<file path="config.mk">
export PLATFORM = sky130hd
export DESIGN_NAME = pic_ctrl
export DESIGN_NICKNAME = d
export VERILOG_FILES = /design/src/pic_pkg.sv /design/src/pic_sync.sv /design/src/pic_wb.sv /design/src/pic_ctrl.sv
export VERILOG_INCLUDE_DIRS = /design/src /design/src/src
export SDC_FILE = /design/constraint.sdc
export NUM_CORES = 1
export LEC_CHECK = 0
export ABC_AREA = 1
export BUFFER_PORTS_ARGS = -buffer_cell sky130_fd_sc_hd__buf_2
export CAP_MARGIN = 20
export CORE_AREA = 3 3 94 96
export CTS_BUF_LIST = sky130_fd_sc_hd__clkbuf_8
export DETAILED_ROUTE_END_ITERATION = 12
export DIE_AREA = 0 0 97 99
export HOLD_SLACK_MARGIN = 0.08
export PLACE_DENSITY = 0.89
export SYNTH_ARGS = -nofsm -noshare
export SYNTH_HDL_FRONTEND = slang
export SYNTH_HIERARCHICAL = 1
export SYNTH_SLANG_ARGS = --single-unit
export TNS_END_PERCENT = 1
</file>
<file path="constraint.sdc">
create_clock -name sys_clk_i -period 4.99 [get_ports sys_clk_i]
set_input_delay 0.2495 -clock sys_clk_i [delete_from_list [all_inputs] [get_ports sys_clk_i]]
set_output_delay 0.2495 -clock sys_clk_i [all_outputs]
set_load 0.1 [all_outputs]
</file>
<file path="src/pic_defs.svh">
// Purpose: constants of the prioritized interrupt controller
// Assumes: 32-bit classic Wishbone register bus
// Notes: byte offsets of the word registers
`ifndef PIC_DEFS_SVH
`define PIC_DEFS_SVH
`define PIC_OFS_ICM      6'h00
`define PIC_OFS_RCR      6'h04
`define PIC_OFS_PRIO     6'h08
`define PIC_OFS_PERI     6'h0C
`define PIC_OFS_STAT     6'h10
`define PIC_B_GHI        7
`define PIC_B_GLO        6
`define PIC_B_T0E        5
`define PIC_B_X0E        4
`define PIC_B_PCE        3
`define PIC_B_T0F        2
`define PIC_B_X0F        1
`define PIC_B_PCF        0
`define PIC_B_PSE        7
`define PIC_VEC_HIGH     21'h000008
`define PIC_VEC_LOW      21'h000018
`define PIC_LAT_CYC      2'h3
`endif

</file>
<file path="src/pic_pkg.sv">
// Purpose: types of the prioritized interrupt controller
// Assumes: nothing
// Notes: state codes are one-hot
package pic_pkg;
  typedef enum logic [2:0] {
    PIC_IDLE = 3'b001,
    PIC_WAIT = 3'b010,
    PIC_TAKE = 3'b100
  } pic_state_e;
  typedef logic [20:0] pic_addr_t;
endpackage : pic_pkg

</file>
<file path="src/pic_sync.sv">
// Purpose: two-flop synchroniser for a bus of pin inputs
// Assumes: inputs are asynchronous to sys_clk_i
// Notes: first stage feeds only the second
`timescale 1ns/10ps
module pic_sync #(
  parameter int W = 1
) (
  // Clock and reset
  input  wire logic         sys_clk_i,
  input  wire logic         rstn_i,
  // Data
  input  wire logic [W-1:0] d_i,
  output logic      [W-1:0] q_o
);
  logic [W-1:0] meta;
  always_ff @(posedge sys_clk_i or negedge rstn_i)
  begin
    if (!rstn_i)
    begin
      meta <= '0;
      q_o  <= '0;
    end
    else
    begin
      meta <= d_i;
      q_o  <= meta;
    end
  end
endmodule : pic_sync

</file>
<file path="src/pic_wb.sv">
// Purpose: classic Wishbone slave front end
// Assumes: one access at a time, ack after one wait state
// Notes: ack drops the cycle after it was given
`timescale 1ns/10ps
module pic_wb (
  // Clock and reset
  input  wire logic        sys_clk_i,
  input  wire logic        rst_n,
  // Wishbone
  input  wire logic        wb_cyc_i,
  input  wire logic        wb_stb_i,
  output logic             wb_ack_o,
  // Access strobe to the register file
  output logic             acc_o
);
  assign acc_o = wb_cyc_i && wb_stb_i && !wb_ack_o;
  always_ff @(posedge sys_clk_i or negedge rst_n)
  begin
    if (!rst_n)
      wb_ack_o <= 1'b0;
    else
      wb_ack_o <= acc_o;
  end
endmodule : pic_wb

</file>
<file path="src/pic_ctrl.sv">
// Purpose: two-level prioritized interrupt controller with vector request to the core
// Assumes: core sends one-cycle retire/return pulses; sources give one-cycle event pulses
// Notes: registers over classic Wishbone, ack one cycle after request
// Summary of operation
// - High priority vectors to 0008h, low priority to 0018h.
// - High-priority request may preempt a running low-priority routine.
// - Two-level scheme active only while priority scheme enable is set.
// - With priorities, high enable unmasks all high-priority sources.
// - Low-priority sources need both low and high enables set.
// - Flag, enable and global enable set vector by priority after three wait cycles and an instruction end.
// - Priority scheme off by default; all vectors go to 0008h.
// - Compatibility: bit 6 gates peripherals, bit 7 gates everything.
// - Acceptance clears the governing global enable bit.
// - Low-priority processing held off during a high-priority routine.
// - Acceptance pushes return address and loads vector into program counter.
// - Return instruction leaves routine and sets the cleared enable again.
// - External events vector three to four instruction cycles later.
// - Flags set on every condition regardless of any enable.
// - Bit 7 global enable, or high enable with priorities on.
// - Bit 6 peripheral enable, or enable of all low-priority sources with priorities on.
// - Bit 2 latches timer-zero overflow; bit 5 enables it.
// - Bit 1 latches external pin zero; bit 4 enables it.
// - Bit 0 sets on port B upper nibble change; bit 3 enables.
// - Persisting port mismatch keeps setting change flag until port read.
`timescale 1ns/10ps
`include "pic_defs.svh"
module pic_ctrl (
  // Clock and reset
  input  wire logic                 sys_clk_i,
  input  wire logic                 rstn_i,
  // Wishbone slave
  input  wire logic                 wb_cyc_i,
  input  wire logic                 wb_stb_i,
  input  wire logic                 wb_we_i,
  input  wire logic [5:0]           wb_adr_i,
  input  wire logic [3:0]           wb_sel_i,
  input  wire logic [31:0]          wb_dat_i,
  output logic      [31:0]          wb_dat_o,
  output logic                      wb_ack_o,
  // Event sources
  input  wire logic                 timer_zero_ovf_i,
  input  wire logic                 ext_pin_zero_i,
  input  wire logic [3:0]           port_b_input_i,
  input  wire logic                 port_b_read_i,
  input  wire logic [7:0]           periph_req_i,
  // Core interface
  input  wire logic                 instr_end_i,
  input  wire logic                 return_from_service_instr_i,
  input  wire pic_pkg::pic_addr_t   return_addr_i,
  output logic                      vector_req_o,
  output pic_pkg::pic_addr_t        vector_addr_o,
  output logic                      stack_push_o,
  output pic_pkg::pic_addr_t        stack_data_o,
  output logic                      in_high_o,
  output logic                      in_low_o
);
  logic       rst_m;
  logic       rst_n;
  logic [7:0] icm;
  logic [2:0] flg;
  logic [7:3] ena;
  logic       priority_scheme_enable;
  logic [2:0] prio;
  logic [7:0] peri_en;
  logic [7:0] peri_prio;
  logic       ext_s;
  logic       ext_q;
  logic [3:0] pb_s;
  logic [3:0] pb_latch;
  logic       acc;
  logic       wr;
  logic [2:0] fl_set;
  logic [2:0] fl_clr;
  logic [2:0] src_en;
  logic [2:0] src_fl;
  logic       req_hi;
  logic       req_lo;
  logic       pend_hi;
  logic       take_hi;
  logic [1:0] lat_cnt;
  pic_pkg::pic_state_e state;
  pic_pkg::pic_state_e next_state;

  // Reset release through two flops
  always_ff @(posedge sys_clk_i or negedge rstn_i)
  begin
    if (!rstn_i)
    begin
      rst_m <= 1'b0;
      rst_n <= 1'b0;
    end
    else
    begin
      rst_m <= 1'b1;
      rst_n <= rst_m;
    end
  end

  pic_wb u_wb (
    .sys_clk_i (sys_clk_i),
    .rst_n     (rst_n),
    .wb_cyc_i  (wb_cyc_i),
    .wb_stb_i  (wb_stb_i),
    .wb_ack_o  (wb_ack_o),
    .acc_o     (acc)
  );

  pic_sync #(.W(5)) u_sync (
    .sys_clk_i (sys_clk_i),
    .rstn_i    (rst_n),
    .d_i       ({ext_pin_zero_i, port_b_input_i}),
    .q_o       ({ext_s, pb_s})
  );

  // Write takes effect at the acknowledging edge
  assign wr = wb_ack_o && wb_cyc_i && wb_stb_i && wb_we_i && wb_sel_i[0];

  // Event detection: rising edge on pin zero, mismatch against last port read
  always_ff @(posedge sys_clk_i or negedge rst_n)
  begin
    if (!rst_n)
    begin
      ext_q    <= 1'b0;
      pb_latch <= 4'h0;
    end
    else
    begin
      ext_q <= ext_s;
      if (port_b_read_i)
        pb_latch <= pb_s;
    end
  end

  assign fl_set[0] = (pb_s != pb_latch);
  assign fl_set[1] = ext_s && !ext_q;
  assign fl_set[2] = timer_zero_ovf_i;
  assign fl_clr    = wr && (wb_adr_i == `PIC_OFS_ICM) ? ~wb_dat_i[2:0] : 3'h0;

  // Flags: set wins over clear, independent of any enable
  always_ff @(posedge sys_clk_i or negedge rst_n)
  begin
    if (!rst_n)
      flg <= 3'h0;
    else
      flg <= (flg & ~fl_clr) | fl_set;
  end

  // Flags and enables kept in separate flops, read as one control word
  assign icm = {ena, flg};

  assign src_fl = {icm[`PIC_B_T0F], icm[`PIC_B_X0F], icm[`PIC_B_PCF]};
  assign src_en = {icm[`PIC_B_T0E], icm[`PIC_B_X0E], icm[`PIC_B_PCE]};

  // Request gating per priority mode
  always_comb
  begin
    logic [2:0] act;
    logic       ph;
    logic       pl;
    act = src_fl & src_en;
    ph  = ((|(act & prio)) || (|(periph_req_i & peri_en & peri_prio)));
    pl  = ((|(act & ~prio)) || (|(periph_req_i & peri_en & ~peri_prio)));
    if (priority_scheme_enable)
    begin
      req_hi = ph && icm[`PIC_B_GHI];
      req_lo = pl && icm[`PIC_B_GLO] && icm[`PIC_B_GHI] && !in_high_o;
    end
    else
    begin
      req_hi = icm[`PIC_B_GHI] && ((|act) ||
               (icm[`PIC_B_GLO] && (|(periph_req_i & peri_en))));
      req_lo = 1'b0;
    end
  end

  // Latency counter from request to vectoring
  always_ff @(posedge sys_clk_i or negedge rst_n)
  begin
    if (!rst_n)
      state <= pic_pkg::PIC_IDLE;
    else
      state <= next_state;
  end

  always_comb
  begin
    next_state = state;
    unique case (state)
      pic_pkg::PIC_IDLE: if (req_hi || req_lo) next_state = pic_pkg::PIC_WAIT;
      pic_pkg::PIC_WAIT:
        if (!(req_hi || req_lo))
          next_state = pic_pkg::PIC_IDLE;
        else if (lat_cnt == `PIC_LAT_CYC - 2'h1 && instr_end_i)
          next_state = pic_pkg::PIC_TAKE;
      pic_pkg::PIC_TAKE: next_state = pic_pkg::PIC_IDLE;
    endcase
  end

  always_ff @(posedge sys_clk_i or negedge rst_n)
  begin
    if (!rst_n)
      lat_cnt <= 2'h0;
    else if (state != pic_pkg::PIC_WAIT)
      lat_cnt <= 2'h0;
    else if (lat_cnt != `PIC_LAT_CYC - 2'h1)
      lat_cnt <= lat_cnt + 2'h1;
  end

  // Priority chosen at acceptance, high first
  always_ff @(posedge sys_clk_i or negedge rst_n)
  begin
    if (!rst_n)
      pend_hi <= 1'b0;
    else if (state == pic_pkg::PIC_WAIT)
      pend_hi <= req_hi;
  end
  assign take_hi = pend_hi;

  // Vector and stack outputs
  always_ff @(posedge sys_clk_i or negedge rst_n)
  begin
    if (!rst_n)
    begin
      vector_req_o  <= 1'b0;
      stack_push_o  <= 1'b0;
      vector_addr_o <= `PIC_VEC_HIGH;
      stack_data_o  <= 21'h000000;
    end
    else
    begin
      vector_req_o <= (next_state == pic_pkg::PIC_TAKE);
      stack_push_o <= (next_state == pic_pkg::PIC_TAKE);
      if (next_state == pic_pkg::PIC_TAKE)
      begin
        vector_addr_o <= (req_hi || !priority_scheme_enable) ? `PIC_VEC_HIGH : `PIC_VEC_LOW;
        stack_data_o  <= return_addr_i;
      end
    end
  end

  // Service levels in progress
  always_ff @(posedge sys_clk_i or negedge rst_n)
  begin
    if (!rst_n)
    begin
      in_high_o <= 1'b0;
      in_low_o  <= 1'b0;
    end
    else if (state == pic_pkg::PIC_TAKE)
    begin
      if (take_hi || !priority_scheme_enable)
        in_high_o <= 1'b1;
      else
        in_low_o <= 1'b1;
    end
    else if (return_from_service_instr_i)
    begin
      if (in_high_o)
        in_high_o <= 1'b0;
      else
        in_low_o <= 1'b0;
    end
  end

  // Global enables and source enables
  always_ff @(posedge sys_clk_i or negedge rst_n)
  begin
    if (!rst_n)
      ena <= 5'h00;
    else
    begin
      if (wr && wb_adr_i == `PIC_OFS_ICM)
        ena <= wb_dat_i[7:3];
      if (state == pic_pkg::PIC_TAKE)
      begin
        if (take_hi || !priority_scheme_enable)
          ena[`PIC_B_GHI] <= 1'b0;
        else
          ena[`PIC_B_GLO] <= 1'b0;
      end
      else if (return_from_service_instr_i)
      begin
        if (in_high_o)
          ena[`PIC_B_GHI] <= 1'b1;
        else if (in_low_o)
          ena[`PIC_B_GLO] <= 1'b1;
      end
    end
  end

  // Mode and priority registers
  always_ff @(posedge sys_clk_i or negedge rst_n)
  begin
    if (!rst_n)
    begin
      priority_scheme_enable <= 1'b0;
      prio                   <= 3'h7;
      peri_en                <= 8'h00;
      peri_prio              <= 8'hFF;
    end
    else if (wr)
    begin
      if (wb_adr_i == `PIC_OFS_RCR)
        priority_scheme_enable <= wb_dat_i[`PIC_B_PSE];
      if (wb_adr_i == `PIC_OFS_PRIO)
        prio <= wb_dat_i[2:0];
      if (wb_adr_i == `PIC_OFS_PERI)
      begin
        peri_en   <= wb_dat_i[7:0];
        peri_prio <= wb_dat_i[15:8];
      end
    end
  end

  // Read data, registered
  always_ff @(posedge sys_clk_i or negedge rst_n)
  begin
    if (!rst_n)
      wb_dat_o <= 32'h00000000;
    else if (acc)
    begin
      unique case (wb_adr_i)
        `PIC_OFS_ICM:  wb_dat_o <= {24'h000000, icm};
        `PIC_OFS_RCR:  wb_dat_o <= {24'h000000, priority_scheme_enable, 7'h00};
        `PIC_OFS_PRIO: wb_dat_o <= {29'h00000000, prio};
        `PIC_OFS_PERI: wb_dat_o <= {16'h0000, peri_prio, peri_en};
        `PIC_OFS_STAT: wb_dat_o <= {27'h0000000, state, in_low_o, in_high_o};
        default:       wb_dat_o <= 32'h00000000;
      endcase
    end
  end
endmodule : pic_ctrl

</file>
==> summary.md <==
| Metric | Value |
|---|---|
| Post CTS Setup Buffer Count | 0 |
| Setup TNS | 0 ns |
| CTS tree | yes |
| R2R cell count | 9 |
| Final number of max-transition violations | 0 |
| Slowest cell on crit path | dfstp_2 |
| Routed length per instance | 13.4 um |
| Overflow after GRT | 0 |
| Clk buf depth | 2 |
| Met1 Usage GRT | 26.7% |
| Area growth syn-to-layout | 16.9% |
| Hold Buf Count CTS | 7 |
| Buf/Inv on CP | 1 |
| Setup crit end kind | flop |
| I/O Buffers | approximately 110 |
| Vias | 3603 |
| Worst Skew | 0.0110 ns |
| Status | finished clean |
| Worst skew pair latency | between 0.3 and 0.4 ns |
| Vias per std cell | 4.99 |
| Post-synthesis sequential area ratio | between 50% and 60% |
| Antenna cell count | 0 |
| CP cell instances | inv_1 -> nand3_1 -> nand2_1 -> nor2_1 -> nand3_1 -> nand2_1 -> nand2_4 -> nand2_4 -> o21ai_1 |
| Vias in the first global route | 3390 |
| Fill cell count | 703 |
| Root buf cell | clkbuf_8 |
| Static Leak | roughly 0.003 uW |
| Post-synth EDFFs | 0 |
| Crit path required time | 5.22 ns |
| Met3 Use GR | 5.17% |
| Max IR drop VDD | between 200 and 250 uV |
| Fin. Hold Viols | 0 |
| CP Class | flop to flop |
| Die height | 99 um |
| Most frequent cells after synthesis | nand2_1, dfrtp_1, nand3_1, buf_4, inv_1 |
| FMAX | 553 MHz |
| Most frequent cell after synthesis | nand2_1 |
| # setup viols final | 0 |
| Starting DRT DRC Count | 217 |
| Met2 Use GR | 33.0% |
| Main synth FF type | dfrtp_1 |
| Post-route insts no fill | 722 |
| Antenna violations before repair | 0 |
| I/O Pins | 164 |
| DR pass1 iterations | 5 |
| Yosys warnings | 6 |
| First-pass GRT wire length | ~16000 um |
| HPWL after DPL | 7280 um |
| WHS Path Cells | 2 |
| ANT nets after route | 0 |
| Max Cap Viol | 0 |
| Dpl cells | about 700 |
| Final worst path period need | 1.81 ns |
| Relative slew slack | 56.8% |
| Gate Count Post-Synth | 498 |
| Synthesized area | 4420 um2 |
| Core area | 8130 um2 |
| Final RePlAce weighted congestion | 0.916 |
| Starting Density | 54.4% |
| Row cnt | 33 |
| Final Cycle Share | approximately 36% |
| All-Layer GR Usage | 20.3% |
| Crit path arrival time | 2.04 ns |
| Setup crit start kind | flop |
| CTS resizes | 0 |
| Routed WL | 9670 um |
| CTS Sinks | 93 |
| Crit-path max cell delay | 0.54 ns |
| Pwr Density | slightly above 300 nW/um2 |
| Leading post-synthesis cells by cell area | dfrtp_1, nand2_1, dfstp_2 |
| GR peak layer | met2 |
| RSZ-0062 raised after global routing | false |
| Die Span X | approximately 97 um |
| H-tree depth | 3 |
| Top cell type's share of synthesized area | 45.8% |
| Die area | 9600 um2 |
| Asr flop ratio synth | between 90% and 100% |
| Fin nets | 698 |
| CP delay by family, top | simple AND/OR/NAND/NOR gates |
| Peak fanout along the critical path | 26 |
| Post-route DRC | 0 |
| Synth unique cells | 34 |
| Flops & latches, synth | 93 |
| Cell taking the most area after synthesis | dfrtp_1 |
| CTS Buf Count | 9 |
| Layout cells sized above 1 | 27.2% |
| Mean Syn Cell Area | 8.88 um2 |
| HP Class | input pin to flop |
| Least-Margin Pin Slew | approximately 0.65 ns |
| CTS clock-pin slew for the worst setup and hold paths | around 0.09 ns |
| CP Depth | 9 |
| Largest net degree at the start of global routing | 92 |
-- power breakdown --
part	internal (uW)	switching (uW)	leakage, uW	total [uW]
registers	782	25.4	0.00119	807
logic	51.0	199	0.00166	250
clock network	249	264	0.0000991	512
-- layout by cell type (no fill, tap or decap), drive strengths merged --
cell type	n
nand2	150
buf	109
dfrtp	81
nand3	48
inv	41
o21ai	41
conb	37
nor2	35
a21oi	12
dfstp	12
clkbuf	10
dlygate4sd3	7
nand4	6
nor3	6
xor2	4
mux2	4
a22oi	3
clkinv	3
clkinvlp	2
o211ai	2
xnor2	1
o2bb2ai	1
ha	1
bufinv	1
-- cell type report --
type,instances,area [um2],area share [%]
clock inverters,6,71.3,1.38
clock buffers,10,138,2.66
well taps,105,131,2.54
flip-flops and latches,93,2350,45.3
repair buffers,116,638,12.3
multi-input cells,351,1700,32.8
inverters,41,154,2.97
-- kinds of logic after synthesis --
kind of cell	after synthesis	share of synthesized area, %
and+or+nand+nor	245	25.1
DFF	93	52.9
buffers and inverters	89	11.7
AOI/OAI and AO/OA	59	7.75
xor gates and xnor gates	5	0.990
muxes	4	1.02
other	2	0.170
adders and majority gates	1	0.283
-- worst paths after layout --
check / from / to / slack, ns
hold reg to reg: rst_n / u_sync/q_o[2] / 0.20
setup reg to reg: peri_prio[2] / state[2] / 3.18
hold / removal: return_from_service_instr_i / in_high_o / 0.11
max in group asynchronous: rst_n / state[0] / 4.12
min in group asynchronous: rst_n / u_sync/q_o[2] / 0.20
setup / recovery: peri_prio[2] / state[2] / 3.18
-- per-stage QoR --
stage	area, um2	hold slack, ns	setup WS (ns)	total power (uW)	utilization [%]
floorplan	4560	-0.0461	2.23	1030	-
global placement	4870	0.0359	3.27	1060	59.8
detailed placement	4870	0.0398	3.22	1070	59.8
CTS	5150	0.0946	3.21	1580	63.3
global route	5170	0.107	2.96	1640	63.6
finish	5170	0.114	3.18	1570	63.6
-- flip-flops by register name, summed over array words and instances (netlist names), 4 cells and up --
signal and count:
stack_data_o 21, wb_dat_o 16, peri_en 8, peri_prio 8
ena 5, u_sync/meta 5, u_sync/q_o 5, pb_latch 4
-- metal layers --
layer,wire (um),part of all wire (%)
met3,627,6.5
met5,0,0
met1,4120,43
met4,195,2.0
met2,4720,49
Note: power is estimated with default switching activity, not from simulation.
